File: src/boot_loader_pkg.sv
// shared constants and carrier types for the boot-mode serial loader
package boot_loader_pkg;

    // serial clock divider and stream geometry
    localparam int unsigned SCLK_DIV      = 256;            // reference clock cycles per serial clock period
    localparam int unsigned STREAM_BITS   = 256;            // bits read after power-good
    localparam logic [7:0]  SAMPLE_PHASE  = 8'h80;          // divider count at the serial clock rising edge
    localparam logic [8:0]  LAST_INDEX    = 9'h0FF;         // index of the final stream bit
    localparam int unsigned KEPT_BITS     = 15;             // low stream bits that carry mode fields

    // stream field positions
    localparam int unsigned WB_LSB        = 1;              // writeback pattern, bits 4:1
    localparam int unsigned MULT_LSB      = 5;              // clock multiplier code, bits 7:5
    localparam int unsigned ENDIAN_BIT    = 8;              // byte order select
    localparam int unsigned WPROT_LSB     = 9;              // write protocol, bits 10:9
    localparam int unsigned TIMER_BIT     = 11;             // timer interrupt routing disable
    localparam int unsigned ONE_BIT       = 12;             // must be supplied as one
    localparam int unsigned DRIVE_LSB     = 13;             // drive strength, bits 14:13

    // decode limits
    localparam logic [3:0]  WB_MAX_CODE   = 4'h8;           // codes above are reserved
    localparam logic [2:0]  MULT_RSVD     = 3'h7;           // reserved multiplier code
    localparam logic [3:0]  MULT_BASE     = 4'h2;           // code 0 selects a multiple of 2
    localparam logic [1:0]  WPROT_RSVD    = 2'h1;           // reserved write protocol

    // apb register offsets
    localparam logic [7:0]  OFS_CONFIG    = 8'h00;          // captured stream bits 14:0
    localparam logic [7:0]  OFS_STATUS    = 8'h04;          // loader and reset state
    localparam logic [7:0]  OFS_CONTROL   = 8'h08;          // software control
    localparam logic [7:0]  OFS_DECODE    = 8'h0C;          // decoded fields

    // reset values
    localparam logic [14:0] CONFIG_RST    = 15'h0000;       // fields before the first stream
    localparam logic [0:0]  CONTROL_RST   = 1'h0;           // timer route mask off
    localparam logic [3:0]  MULT_RST      = 4'h2;           // lowest legal multiple

    // capture phase
    typedef enum logic [1:0] {
        LOAD_IDLE,
        LOAD_SHIFT,
        LOAD_DONE
    } load_phase_t;

    // decoded mode fields as seen by the rest of the core
    typedef struct packed {
        logic [3:0] wb_pattern;     // writeback word / idle pattern code
        logic [3:0] clk_mult;       // pipeline clock multiple, 2..8
        logic       big_endian;     // one selects big endian
        logic [1:0] write_proto;    // write protocol code
        logic       timer_route;    // timer interrupt merged onto line 5
        logic [1:0] drive_strength; // output driver strength code
    } mode_fields_t;

    // apb request as seen by the slave
    typedef struct packed {
        logic        psel;
        logic        penable;
        logic        pwrite;
        logic [7:0]  paddr;
        logic [31:0] pwdata;
    } apb_req_t;

endpackage

File: src/boot_mode_serial_loader.sv
// boot-mode serial stream loader with reset input handling and apb status access
//
// The APB register port and the register addresses were left to the implementer.
`timescale 1ns/1ps
module boot_mode_serial_loader (
    input  wire logic        i_clk,                 // reference clock, also the apb clock
    input  wire logic        i_rst_n,               // synchronous block reset
    input  wire logic        i_power_good,          // supply stable, async pin
    input  wire logic        i_serial_data,         // stream data pin
    input  wire logic        i_power_on_reset_n,    // cold reset pin
    input  wire logic        i_reset_n,             // general reset pin
    input  wire logic        i_psel,
    input  wire logic        i_penable,
    input  wire logic        i_pwrite,
    input  wire logic [7:0]  i_paddr,
    input  wire logic [31:0] i_pwdata,
    output logic             o_boot_serial_clock,   // stream clock to the source
    output logic             o_load_done,           // all stream bits taken
    output logic [3:0]       o_wb_pattern,          // writeback pattern code
    output logic [3:0]       o_clk_mult,            // pipeline clock multiple
    output logic             o_big_endian,          // byte order
    output logic [1:0]       o_write_proto,         // write protocol code
    output logic             o_timer_route,         // timer interrupt onto line 5
    output logic [1:0]       o_drive_strength,      // driver strength code
    output logic             o_cold_reset,          // cold reset in progress
    output logic             o_warm_reset,          // warm reset in progress
    output logic             o_pready,
    output logic [31:0]      o_prdata,
    output logic             o_pslverr
);

    // all state of the block in one record
    typedef struct packed {
        logic [1:0]                   pg_sync;      // power-good synchroniser
        logic [1:0]                   sd_sync;      // data synchroniser
        logic [1:0]                   por_sync;     // cold reset synchroniser
        logic [1:0]                   rst_sync;     // general reset synchroniser
        logic                         pg_prev;      // for the power-good rising edge
        logic [7:0]                   div_cnt;      // serial clock divider
        logic                         sclk;         // serial clock output
        boot_loader_pkg::load_phase_t phase;        // capture phase
        logic [8:0]                   bit_idx;      // next stream index
        logic [14:0]                  cap;          // captured low stream bits
        logic                         bad_fixed;    // a fixed-value bit arrived wrong
        logic [14:0]                  cfg;          // committed stream bits
        logic                         cfg_bad;      // committed fixed-bit error
        logic                         done;         // stream fully taken
        boot_loader_pkg::mode_fields_t fields;      // decoded fields
        logic                         rsvd_code;    // a reserved code was decoded
        logic                         route_mask;   // software timer route mask
        logic                         cold;         // cold reset seen
        logic                         warm;         // warm reset seen
        logic                         pready;
        logic [31:0]                  prdata;
        logic                         pslverr;
    } state_t;

    state_t s_q;
    state_t s_d;
    boot_loader_pkg::apb_req_t req;                 // bundled bus request
    boot_loader_pkg::mode_fields_t dec;             // decode of the committed bits
    logic                         rsvd_now;         // reserved code in committed bits
    logic                         pg_rise;          // synchronised power-good edge
    logic                         sample_now;       // serial clock rising edge

    assign req = '{psel: i_psel, penable: i_penable, pwrite: i_pwrite, paddr: i_paddr, pwdata: i_pwdata};

    // field decode from the committed bits
    always_comb begin
        dec.wb_pattern     = s_q.cfg[boot_loader_pkg::WB_LSB +: 4];
        dec.clk_mult       = 4'(s_q.cfg[boot_loader_pkg::MULT_LSB +: 3]) + boot_loader_pkg::MULT_BASE;
        dec.big_endian     = s_q.cfg[boot_loader_pkg::ENDIAN_BIT];
        dec.write_proto    = s_q.cfg[boot_loader_pkg::WPROT_LSB +: 2];
        // software can only add to the stream's routing disable, never override it
        dec.timer_route    = ~s_q.cfg[boot_loader_pkg::TIMER_BIT] & ~s_q.route_mask;
        dec.drive_strength = s_q.cfg[boot_loader_pkg::DRIVE_LSB +: 2];
        rsvd_now = (dec.wb_pattern > boot_loader_pkg::WB_MAX_CODE)
                 | (s_q.cfg[boot_loader_pkg::MULT_LSB +: 3] == boot_loader_pkg::MULT_RSVD)
                 | (dec.write_proto == boot_loader_pkg::WPROT_RSVD);
        // a reserved multiplier is not passed on; the lowest legal multiple is kept instead
        if (s_q.cfg[boot_loader_pkg::MULT_LSB +: 3] == boot_loader_pkg::MULT_RSVD) begin
            dec.clk_mult = boot_loader_pkg::MULT_RST;
        end
    end

    // next-state logic
    always_comb begin
        s_d = s_q;
        // synchronisers: first stage feeds only the second
        s_d.pg_sync  = {s_q.pg_sync[0], i_power_good};
        s_d.sd_sync  = {s_q.sd_sync[0], i_serial_data};
        s_d.por_sync = {s_q.por_sync[0], i_power_on_reset_n};
        s_d.rst_sync = {s_q.rst_sync[0], i_reset_n};        // async assertion is caught here
        s_d.pg_prev  = s_q.pg_sync[1];
        pg_rise      = s_q.pg_sync[1] & ~s_q.pg_prev;
        sample_now   = (s_q.div_cnt == (boot_loader_pkg::SAMPLE_PHASE - 8'h01));

        // divider runs freely, restarted by power-good so bit 0 lines up with it
        if (pg_rise) begin
            s_d.div_cnt = 8'h00;
            s_d.sclk    = 1'b0;
        end else begin
            s_d.div_cnt = s_q.div_cnt + 8'h01;
            s_d.sclk    = s_d.div_cnt[7];
        end

        // stream capture
        case (s_q.phase)
            boot_loader_pkg::LOAD_IDLE: begin
                if (pg_rise) begin
                    s_d.phase     = boot_loader_pkg::LOAD_SHIFT;
                    s_d.bit_idx   = 9'h000;
                    s_d.cap       = boot_loader_pkg::CONFIG_RST;
                    s_d.bad_fixed = 1'b0;
                end
            end
            boot_loader_pkg::LOAD_SHIFT: begin
                if (sample_now) begin
                    // one sample per serial clock period; only the first 15 are landed, each at its own index
                    if (s_q.bit_idx < 9'(boot_loader_pkg::KEPT_BITS)) begin
                        s_d.cap[s_q.bit_idx[3:0]] = s_q.sd_sync[1];
                    end
                    // bit 0 zero, bit 12 one, bits 15 and up zero from the source
                    if (((s_q.bit_idx == 9'h000) && s_q.sd_sync[1])
                        || ((s_q.bit_idx == 9'(boot_loader_pkg::ONE_BIT)) && !s_q.sd_sync[1])
                        || ((s_q.bit_idx >= 9'(boot_loader_pkg::KEPT_BITS)) && s_q.sd_sync[1])) begin
                        s_d.bad_fixed = 1'b1;
                    end
                    s_d.bit_idx = s_q.bit_idx + 9'h001;
                    if (s_q.bit_idx == boot_loader_pkg::LAST_INDEX) begin
                        s_d.phase   = boot_loader_pkg::LOAD_DONE;
                        s_d.done    = 1'b1;
                        s_d.cfg     = s_d.cap;
                        s_d.cfg_bad = s_d.bad_fixed;
                    end
                end
                // a fresh power-good edge restarts the stream from bit 0
                if (pg_rise) begin
                    s_d.bit_idx   = 9'h000;
                    s_d.cap       = boot_loader_pkg::CONFIG_RST;
                    s_d.bad_fixed = 1'b0;
                    s_d.phase     = boot_loader_pkg::LOAD_SHIFT;
                end
            end
            boot_loader_pkg::LOAD_DONE: begin
                // clock keeps running, data pin is no longer looked at
                if (pg_rise) begin
                    s_d.phase     = boot_loader_pkg::LOAD_SHIFT;
                    s_d.bit_idx   = 9'h000;
                    s_d.cap       = boot_loader_pkg::CONFIG_RST;
                    s_d.bad_fixed = 1'b0;
                    s_d.done      = 1'b0;
                end
            end
            default: begin
                s_d.phase = boot_loader_pkg::LOAD_IDLE;
            end
        endcase

        // decoded fields registered; fields only move when committed bits or the route mask move
        s_d.fields    = dec;
        s_d.rsvd_code = rsvd_now;

        // reset pins: cold wins, general reset alone is a warm reset
        s_d.cold = ~s_q.por_sync[1];
        s_d.warm = s_q.por_sync[1] & ~s_q.rst_sync[1];

        // apb slave: answer one cycle into the access phase
        s_d.pready  = 1'b0;
        s_d.pslverr = 1'b0;
        s_d.prdata  = 32'h0000_0000;
        if (req.psel && req.penable && !s_q.pready) begin
            s_d.pready = 1'b1;
            case (req.paddr)
                boot_loader_pkg::OFS_CONFIG: begin
                    s_d.prdata = {17'h0_0000, s_q.cfg};
                end
                boot_loader_pkg::OFS_STATUS: begin
                    s_d.prdata = {17'h0_0000, s_q.bit_idx, s_q.cfg_bad, s_q.rsvd_code,
                                  s_q.warm, s_q.cold, s_q.pg_sync[1], s_q.done};
                end
                boot_loader_pkg::OFS_CONTROL: begin
                    s_d.prdata = {31'h0000_0000, s_q.route_mask};
                    if (req.pwrite) begin
                        s_d.route_mask = req.pwdata[0];
                    end
                end
                boot_loader_pkg::OFS_DECODE: begin
                    s_d.prdata = {18'h0_0000, s_q.fields};
                end
                default: begin
                    // unmapped: error answer, nothing written
                    s_d.pslverr = 1'b1;
                end
            endcase
        end
    end

    // register the state record
    always_ff @(posedge i_clk) begin
        if (!i_rst_n) begin
            s_q            <= '0;
            s_q.phase      <= boot_loader_pkg::LOAD_IDLE;
            s_q.cfg        <= boot_loader_pkg::CONFIG_RST;
            s_q.route_mask <= boot_loader_pkg::CONTROL_RST;
            s_q.fields     <= '{wb_pattern: 4'h0, clk_mult: boot_loader_pkg::MULT_RST, big_endian: 1'b0,
                                write_proto: 2'h0, timer_route: 1'b1, drive_strength: 2'h0};
            s_q.por_sync   <= 2'b11;
            s_q.rst_sync   <= 2'b11;
        end else begin
            s_q <= s_d;
        end
    end

    // outputs straight from flip-flops
    assign o_boot_serial_clock = s_q.sclk;
    assign o_load_done         = s_q.done;
    assign o_wb_pattern        = s_q.fields.wb_pattern;
    assign o_clk_mult          = s_q.fields.clk_mult;
    assign o_big_endian        = s_q.fields.big_endian;
    assign o_write_proto       = s_q.fields.write_proto;
    assign o_timer_route       = s_q.fields.timer_route;
    assign o_drive_strength    = s_q.fields.drive_strength;
    assign o_cold_reset        = s_q.cold;
    assign o_warm_reset        = s_q.warm;
    assign o_pready            = s_q.pready;
    assign o_prdata            = s_q.prdata;
    assign o_pslverr           = s_q.pslverr;

endmodule

File: config.mk
export PLATFORM = sky130hd
export DESIGN_NAME = boot_mode_serial_loader
export DESIGN_NICKNAME = d
export VERILOG_FILES = /design/src/boot_loader_pkg.sv /design/src/boot_mode_serial_loader.sv
export SDC_FILE = /design/constraint.sdc
export NUM_CORES = 1
export LEC_CHECK = 0
export ABC_AREA = 0
export BUFFER_PORTS_ARGS = -buffer_cell sky130_fd_sc_hd__buf_4
export CAP_MARGIN = 20
export CORE_UTILIZATION = 25
export DETAILED_ROUTE_END_ITERATION = 7
export HOLD_SLACK_MARGIN = 0.15
export MAX_ROUTING_LAYER = met4
export PLACE_DENSITY_LB_ADDON = 0.15
export SKIP_LAST_GASP = 1
export SLEW_MARGIN = 20
export SYNTH_ARGS = -nofsm -noshare
export SYNTH_HDL_FRONTEND = slang
export SYNTH_SLANG_ARGS = --single-unit
File: constraint.sdc
create_clock -name i_clk -period 2.5 [get_ports i_clk]
set_input_delay 0 -clock i_clk [delete_from_list [all_inputs] [get_ports i_clk]]
set_output_delay 0 -clock i_clk [all_outputs]
set_load 0.1 [all_outputs]
==> impl_summary.log, run 1 <==
INFO  metric outcome = completed
INFO  metric io-pin-count = 101
INFO  metric antenna_cells = 0
INFO  metric switching_share = 25.8%
INFO  metric cts_tree = done
INFO  metric power.density_cell_area = 623 nW/µm²
INFO  metric slew_viol_final = 0
INFO  metric combinational_family_with_the_most_area_after_synthesis = simple AND/OR/NAND/NOR gates
INFO  metric drive_gt1_share = 16.9%
INFO  metric yosysWarnings = 0
INFO  metric net-switching-power = 0.810 mW
INFO  metric max-vdd-ir-drop = 0.000310 V
INFO  metric synth_async_sr_flop_share = 0%
INFO  metric critical_path_arrival = 2420 ps
INFO  metric timing.setup.tns = 0 ps
INFO  metric finalHoldViolations = 0
INFO  metric post-cts-setup-buffer-count = 0
INFO  metric syn2layout_area_growth = 18.6%
INFO  metric critPathSlowestCell = sky130_fd_sc_hd__dlygate4sd3_1
INFO  metric core_region_area = 16600 µm²
INFO  metric initial_utilization = 25.6%
INFO  metric cp-end-kind = register
INFO  metric yosysSeqAreaShare = 45.2%
INFO  metric cts_buffers = 9
INFO  metric route.antenna.remaining_nets = 0
INFO  metric maxClockFrequency = 458 MHz
INFO  metric synthCells = 483
INFO  metric r2r-end = s_q[90]$_SDFFE_PN0P_
INFO  metric standard_cell_area_after_detailed_placement = 4620 µm²
INFO  metric clk_pin_slew = 70 ps
INFO  metric ff2ff_path_depth = 5
INFO  metric fin_hold_ws = 200 ps
INFO  metric leakagePower = 2.04 nW
INFO  metric first_pass_iters = 4
INFO  metric final_nets = 572
INFO  metric internal_power = 2.33 mW
INFO  metric detail_route.wirelength = 10300 µm
INFO  metric beginning_of_the_worst_hold_path = i_paddr[2]
INFO  metric xor_xnor_cell_area_share_of_the_yosys_netlist = 0.824%
INFO  metric drtIter0Drc = 232
INFO  metric routed_wl_per_cell = 13.9 µm
INFO  metric die_h = 132 µm
INFO  metric final_area = 5040 µm²
INFO  metric max_stage_delay = 570 ps
INFO  metric syn_avg_cell_area = 8.80 µm²
INFO  metric post_detail_place_hpwl = 7240 µm
INFO  metric worst-setup-path-type = in -> reg
INFO  metric yosys.area_share.adder = 2.06%
INFO  metric fin_skew = 8.80 ps
INFO  metric floorplan.die.width = 132 µm
INFO  metric critical_path_depth = 9
INFO  metric path_max_fanout = 17
INFO  metric grt_max_degree = 47
INFO  metric maxSlewHeadroom = 56.0%
INFO  metric p_total = 3.14 mW
INFO  metric layout.cells.non_filler = 741
INFO  metric detail_route.drc_violations = 0
INFO  metric gp_routability_congestion = 0.763
INFO  metric clock_tree.htree_level_count = 3
INFO  metric postSynth.topFlopCell = sky130_fd_sc_hd__dfxtp_1
INFO  metric finalSetupViolCount = 0
INFO  metric clock-sinks = 96
INFO  metric die_area = 17500 µm²
INFO  metric antenna_violations_before_repair = 0
INFO  metric synth_mux_area_share = 7.60%
INFO  metric crit_start_category = input port
INFO  metric first_global_vias = 3203
INFO  metric worstHoldEndpoint = o_prdata[14]$_SDFF_PN0_
INFO  metric ff2ff_setup_slack = 440 ps
INFO  metric seq_power_share = 49.4%
INFO  metric yosysUniqueCellTypes = 49
INFO  metric critical_path_rt = 2740 ps
INFO  metric hp-class = in -> reg
INFO  metric number_of_synthesized_flops_with_an_enable_pin = 0
INFO  metric placement.io_buffers = 52
INFO  metric global_route.overflow_total = 0
INFO  metric critical_path_buf_inv_count = 4
INFO  metric clockBufferDepth = 2
INFO  metric ys_seq_elements = 96
INFO  metric clock_tree.root_cell = sky130_fd_sc_hd__clkbuf_16
INFO  metric final_cycle_share = 87.3%
INFO  metric worst_pin_slew = 651 ps
INFO  metric synth_simple_gate_area_share = 19.1%
INFO  metric row_count = 47
INFO  metric worst_skew_pair.late_latency = 360 ps
INFO  metric period_needed = 2180 ps
INFO  metric post-place-cells = 711
INFO  metric crit_top_cell = sky130_fd_sc_hd__dlygate4sd3_1
INFO  metric worstPathCellList = dlygate4sd3_1, buf_4, nand3b_1, nor3_1, nand2_1, mux2i_1, dlygate4sd3_1, nor2_1, dlygate4sd3_1
INFO  metric family_with_the_most_delay_on_the_worst_path = buffers and inverters
INFO  metric synth_area = 4250 µm²
INFO  metric route.vias.total = 3261
INFO  metric drt-vias-per-instance = 4.40
INFO  metric wire_length_of_the_first_global_routing_pass = 16700 µm
INFO  metric synth_compound_gate_area_share = 13.6%
INFO  metric grtUsageTotal = 12.6%
INFO  metric unrepaired_setup_endpoints_after_global_routing = false
INFO  metric comb_power_share = 8.0%
INFO  metric regToRegStartpoint = s_q[97]$_SDFF_PP0_
INFO  metric drv.max_cap_violation_count = 0
INFO  metric p_clk_share = 42.5%
INFO  metric worstHoldPathCells = 3
## worst min-delay path, cell delays in order
cell and delay, ps:
sky130_fd_sc_hd__buf_4 200, sky130_fd_sc_hd__mux2i_1 230, sky130_fd_sc_hd__nor3_1 60
## cell usage after synthesis (3+ instances only)
cell type                  count  area share, %
sky130_fd_sc_hd__mux2i_1      30            7.1
sky130_fd_sc_hd__a31oi_1       4           0.59
sky130_fd_sc_hd__and3_1        8            1.2
sky130_fd_sc_hd__o21ai_1       7           0.82
sky130_fd_sc_hd__o21ai_2       3           0.62
sky130_fd_sc_hd__o31ai_1       3           0.53
sky130_fd_sc_hd__nand2_1      33            2.9
sky130_fd_sc_hd__nand2b_1      7            1.0
sky130_fd_sc_hd__ha_1          7            2.1
sky130_fd_sc_hd__buf_4        44            7.8
sky130_fd_sc_hd__nor3_1       12            1.4
sky130_fd_sc_hd__nor2_1       46            4.1
sky130_fd_sc_hd__nand3_1      24            2.8
sky130_fd_sc_hd__clkbuf_1     19            1.7
sky130_fd_sc_hd__dfxtp_1      96             45
sky130_fd_sc_hd__o21ai_0      27            3.2
sky130_fd_sc_hd__inv_1         9           0.79
sky130_fd_sc_hd__a21oi_1      41            4.8
sky130_fd_sc_hd__o22ai_1       3           0.44
sky130_fd_sc_hd__and2_1       15            2.2
sky130_fd_sc_hd__buf_2         6           0.71
## final cells by class
cell class              instances  area, µm²
flip-flops and latches         96       1920
inverters                       9       33.8
well taps                     220        275
fillers                      1811      11500
clock inverters                 4       28.8
repair buffers                 77        626
clock buffers                  12        256
multi-input cells             323       1900
## sequential cells by signal, summed over array words and instances, names as in the netlist
| register | count |
|---|---|
| dec | 9 |
| o_big_endian | 1 |
| o_clk_mult | 4 |
| o_cold_reset | 1 |
| o_drive_strength | 2 |
| o_load_done | 1 |
| o_prdata | 15 |
| o_pready | 1 |
| o_pslverr | 1 |
| o_timer_route | 1 |
| o_warm_reset | 1 |
| o_wb_pattern | 4 |
| o_write_proto | 2 |
| s_d | 5 |
| s_q | 48 |
## power groups by stage
stage	clock network (mW)	logic [mW]	registers, mW
6_report	1.34	0.253	1.55
2_1_floorplan	0	0.201	1.60
5_1_grt	1.44	0.266	1.55
3_5_place_dp	0	0.240	1.59
4_1_cts	1.37	0.254	1.55
3_3_place_gp	0	0.240	1.59
## cells by family after synthesis
kind of cell | Yosys count
AOI/OAI and AO/OA | 101
adders and majority gates | 7
buffers and inverters | 80
other | 1
and+or+nand+nor | 163
DFF | 96
xor gates and xnor gates | 4
muxes | 31
## metrics by stage
| step | worst slack [ps] | utilization [%] |
|---|---|---|
| 6_report | 317 | 30.4 |
| 2_1_floorplan | 369 | - |
| 4_1_cts | 325 | 30.4 |
| 5_1_grt | 225 | 30.4 |
| 3_3_place_gp | 460 | 27.8 |
| 3_5_place_dp | 443 | 27.8 |
## how the worst max path moves through the flow
stage / start / endpoint / slack (ps)
after global placement: s_q[97]$_SDFF_PP0_ / s_q[83]$_SDFFE_PN0P_ / 460
after detailed placement: s_q[97]$_SDFF_PP0_ / s_q[90]$_SDFFE_PN0P_ / 440
after CTS: i_paddr[3] / s_q[36]$_SDFFE_PN0P_ / 320
after floorplan: s_q[104]$_SDFF_PP0_ / s_q[89]$_SDFFE_PN0P_ / 370
after global routing: i_paddr[3] / s_q[36]$_SDFFE_PN0P_ / 220
final: i_paddr[3] / s_q[36]$_SDFFE_PN0P_ / 320
## metal layers
| metal | wire length (µm) | share of wire [%] | track usage, % | vias to the layer above |
|---|---|---|---|---|
| li1 | - | - | - | 1667 |
| met1 | 4890 | 48 | 15.9 | 1501 |
| met2 | 4690 | 46 | 19.2 | 80 |
| met3 | 512 | 5.0 | 2.96 | 13 |
| met4 | 178 | 1.7 | 5.49 | 0 |
| met5 | 0 | 0 | - | - |
## placed cells by master, fill, tap and decap left out, types with 2 or more instances in the layout
cell | netlist | routed
sky130_fd_sc_hd__clkbuf_8 | 0 | 2
sky130_fd_sc_hd__o31ai_1 | 3 | 3
sky130_fd_sc_hd__o21ai_2 | 3 | 3
sky130_fd_sc_hd__o22ai_1 | 3 | 3
sky130_fd_sc_hd__a22oi_1 | 2 | 2
sky130_fd_sc_hd__o21ai_1 | 7 | 7
sky130_fd_sc_hd__nor3_1 | 12 | 12
sky130_fd_sc_hd__xnor2_1 | 2 | 2
sky130_fd_sc_hd__buf_4 | 44 | 62
sky130_fd_sc_hd__nor4_1 | 2 | 2
sky130_fd_sc_hd__and2_1 | 15 | 15
sky130_fd_sc_hd__nor4b_1 | 2 | 2
sky130_fd_sc_hd__nand2b_1 | 7 | 7
sky130_fd_sc_hd__nand2_1 | 33 | 33
sky130_fd_sc_hd__inv_1 | 9 | 9
sky130_fd_sc_hd__a21oi_1 | 41 | 41
sky130_fd_sc_hd__mux2i_1 | 30 | 30
sky130_fd_sc_hd__or3_1 | 2 | 2
sky130_fd_sc_hd__xor2_1 | 2 | 2
sky130_fd_sc_hd__clkbuf_16 | 0 | 9
sky130_fd_sc_hd__nand3_1 | 24 | 24
sky130_fd_sc_hd__dlygate4sd3_1 | 0 | 14
sky130_fd_sc_hd__and3_1 | 8 | 8
sky130_fd_sc_hd__o21ai_0 | 27 | 27
sky130_fd_sc_hd__nor2_1 | 46 | 46
sky130_fd_sc_hd__ha_1 | 7 | 7
sky130_fd_sc_hd__o21a_1 | 2 | 2
sky130_fd_sc_hd__conb_1 | 1 | 17
sky130_fd_sc_hd__dfxtp_1 | 96 | 96
sky130_fd_sc_hd__clkinvlp_4 | 0 | 2
sky130_fd_sc_hd__nand3b_1 | 2 | 2
sky130_fd_sc_hd__a22o_1 | 2 | 2
sky130_fd_sc_hd__a31oi_1 | 4 | 4
sky130_fd_sc_hd__nor2b_1 | 2 | 2
## timing repair
| item | in CTS | in global routing |
|---|---|---|
| endpoints found under the setup margin | 0 | 0 |
| resized for setup | 0 | 0 |
| hold buffers | 14 | 0 |
| hold endpoints to repair | 23 | 0 |
Note: power is estimated with default switching activity, not from simulation.
==> run 2: changes to the inputs <==
CORE_UTILIZATION = 40   (was 25)
==> run 2 against run 1 <==
  * Die area is 37% lower
  * Routed wire length decreased by 10%
  * Clock skew about the same
  * Sequential cell count unchanged
  * Hold slack improved by 3.5 ps
  * Core utilization up 16 points
  * Largest cell class unchanged
==> impl_summary.log, run 2 (synthesis results as in run 1) <==
INFO  metric outcome = completed (unchanged)
INFO  metric path_max_fanout = 15 (was 17)
INFO  metric cp-end-kind = register (unchanged)
INFO  metric cts_buffers = 9 (unchanged)
INFO  metric ff2ff_setup_slack = 480 ps (was 440 ps)
INFO  metric seq_power_share = 55.6% (was 49.4%)
INFO  metric leakagePower = 1.97 nW (was 2.04 nW)
INFO  metric first_pass_iters = 5 (was 4)
INFO  metric clock_tree.htree_level_count = 3 (unchanged)
INFO  metric grt_max_degree = 32 (was 47)
INFO  metric routed_wl_per_cell = 14.1 µm (was 13.9 µm)
INFO  metric final_cycle_share = 80.6% (was 87.3%)
INFO  metric detail_route.wirelength = 9210 µm (was 10300 µm)
INFO  metric placement.io_buffers = 52 (unchanged)
INFO  metric io-pin-count = 101 (unchanged)
INFO  metric initial_utilization = 41.2% (was 25.6%)
INFO  metric beginning_of_the_worst_hold_path = i_paddr[2] (unchanged)
INFO  metric comb_power_share = 8.8% (was 8.0%)
INFO  metric final_nets = 568 (was 572)
INFO  metric post-place-cells = 624 (was 711)
INFO  metric p_clk_share = 35.6% (was 42.5%)
INFO  metric final_cell_mix = sky130_fd_sc_hd__dfxtp_1 (96), sky130_fd_sc_hd__buf_4 (59), sky130_fd_sc_hd__nor2_1 (46) (was sky130_fd_sc_hd__dfxtp_1 (96), sky130_fd_sc_hd__buf_4 (62), sky130_fd_sc_hd__nor2_1 (46))
INFO  metric power.density_cell_area = 581 nW/µm² (was 623 nW/µm²)
INFO  metric clk_pin_slew = 90 ps (was 70 ps)
INFO  metric placement.setup.worst_slack = 499 ps (was 443 ps)
INFO  metric critPathSlowestCell = sky130_fd_sc_hd__or3_4 (was sky130_fd_sc_hd__dlygate4sd3_1)
INFO  metric max-vdd-ir-drop = 0.000235 V (was 0.000310 V)
INFO  metric die_area = 11000 µm² (was 17500 µm²)
INFO  metric route.vias.total = 3257 (was 3261)
INFO  metric clockBufferDepth = 2 (unchanged)
INFO  metric crit_start_category = register (was input port)
INFO  metric max_stage_delay = 530 ps (was 570 ps)
INFO  metric maxSlewHeadroom = 54.6% (was 56.0%)
INFO  metric final_area = 4800 µm² (was 5040 µm²)
INFO  metric row_count = 37 (was 47)
INFO  metric regToRegStartpoint = s_q[97]$_SDFF_PP0_ (unchanged)
INFO  metric post-cts-setup-buffer-count = 0 (unchanged)
INFO  metric standard_cell_area_after_detailed_placement = 4490 µm² (was 4620 µm²)
INFO  metric drive_gt1_share = 16.3% (was 16.9%)
INFO  metric global_route.overflow_total = 0 (unchanged)
INFO  metric period_needed = 2020 ps (was 2180 ps)
INFO  metric layout_commonest_cell = sky130_fd_sc_hd__dfxtp_1 (unchanged)
INFO  metric post_detail_place_hpwl = 6530 µm (was 7240 µm)
INFO  metric most_flop_heavy_register = s_q (unchanged)
INFO  metric worst_slack = 484 ps (was 317 ps)
INFO  metric floorplan.die.width = 105 µm (was 132 µm)
INFO  metric first_global_vias = 3059 (was 3203)
INFO  metric core_region_area = 10300 µm² (was 16600 µm²)
INFO  metric clock-sinks = 96 (unchanged)
INFO  metric gp_routability_congestion = 0.798 (was 0.763)
INFO  metric worst_skew_pair.late_latency = 360 ps (about the same)
INFO  metric finalHoldViolations = 0 (unchanged)
INFO  metric p_total = 2.79 mW (was 3.14 mW)
INFO  metric cts_tree = done (unchanged)
INFO  metric clock_tree.root_cell = sky130_fd_sc_hd__clkbuf_8 (was sky130_fd_sc_hd__clkbuf_16)
INFO  metric critical_path_arrival = 2290 ps (was 2420 ps)
INFO  metric worstPathCellList = ha_1, nand3_4, or3_1, or3_4, o31ai_1 (was dlygate4sd3_1, buf_4, nand3b_1, nor3_1, nand2_1, mux2i_1, dlygate4sd3_1, nor2_1, dlygate4sd3_1)
INFO  metric syn2layout_area_growth = 13.1% (was 18.6%)
INFO  metric cts_hold_repair.buffers = 13 (was 14)
INFO  metric cts_repair_resize_count = 0 (unchanged)
INFO  metric maxClockFrequency = 496 MHz (was 458 MHz)
INFO  metric hp-class = in -> reg (unchanged)
INFO  metric antenna_cells = 0 (unchanged)
INFO  metric wire_length_of_the_first_global_routing_pass = 15300 µm (was 16700 µm)
INFO  metric cp-startpoint = s_q[97]$_SDFF_PP0_ (was i_paddr[3])
INFO  metric route.antenna.remaining_nets = 0 (unchanged)
INFO  metric antenna_violations_before_repair = 0 (unchanged)
INFO  metric timing.setup.tns = 0 ps (unchanged)
INFO  metric slew_viol_final = 0 (unchanged)
INFO  metric internal_power = 2.05 mW (was 2.33 mW)
INFO  metric drtIter0Drc = 164 (was 232)
INFO  metric drv.max_cap_violation_count = 0 (unchanged)
INFO  metric switching_share = 26.4% (was 25.8%)
INFO  metric worst-setup-path-type = reg -> reg (was in -> reg)
INFO  metric finalSetupViolCount = 0 (unchanged)
INFO  metric worst_pin_slew = 681 ps (was 651 ps)
INFO  metric critical_path_rt = 2780 ps (was 2740 ps)
INFO  metric net-switching-power = 0.736 mW (was 0.810 mW)
INFO  metric drt-vias-per-instance = 5.00 (was 4.40)
INFO  metric largest_register_ffs = 48 (unchanged)
INFO  metric unrepaired_setup_endpoints_after_global_routing = false (unchanged)
INFO  metric grtUsageTotal = 18.1% (was 12.6%)
INFO  metric layout.cells.non_filler = 652 (was 741)
INFO  metric detail_route.drc_violations = 0 (unchanged)
INFO  metric die_h = 105 µm (was 132 µm)
INFO  metric fin_skew = 8.35 ps (was 8.80 ps)
## run 2: layout make-up
cell class / count / area [µm²]
clock buffers: 10 / 128
fillers: 1032 / 5520
clock inverters: 5 / 58.8
inverters: 9 / 33.8
repair buffers: 73 / 593
multi-input cells: 323 / 1900
well taps: 136 / 170
flip-flops and latches: 96 / 1920
## run 2: per-layer routing
metal / track usage [%] / routed length [µm] / up-vias / part of all wire [%]
met5: - / 0 / - / 0
met4: 6.44 / 142 / 0 / 1.5
met3: 3.81 / 459 / 11 / 5.0
met2: 27.6 / 4200 / 79 / 46
met1: 23.7 / 4410 / 1511 / 48
li1: - / - / 1656 / -
## run 2: worst paths after layout
kind	cells past startpoint	to
hold / removal	3	o_prdata[14]$_SDFF_PN0_
setup / recovery	5	s_q[90]$_SDFFE_PN0P_
setup reg to reg	5	s_q[90]$_SDFFE_PN0P_
hold reg to reg	1	o_warm_reset$_SDFF_PN0_
## run 2: power by group through the flow
stage               combinational, mW  clock, mW  sequential (mW)
finish                          0.245      0.993             1.55
global route                    0.259       1.09             1.56
CTS                             0.246       1.01             1.55
detailed placement              0.232          0             1.59
global placement                0.231          0             1.59
floorplan                       0.201          0             1.60
## run 2: worst max-delay path: cells and delay by family, from the launching register on
family	cells	cell delay, ps
AOI/OAI and AO/OA	1	250
adders and majority gates	1	230
DFF	1	350
and+or+nand+nor	3	1100
## run 2: per-stage QoR
stage / util (%) / hold slack, ps
after floorplan: - / 101
after global placement: 43.5 / 184
after detailed placement: 43.5 / 188
after CTS: 46.5 / 203
after global routing: 46.5 / 242
final: 46.5 / 204
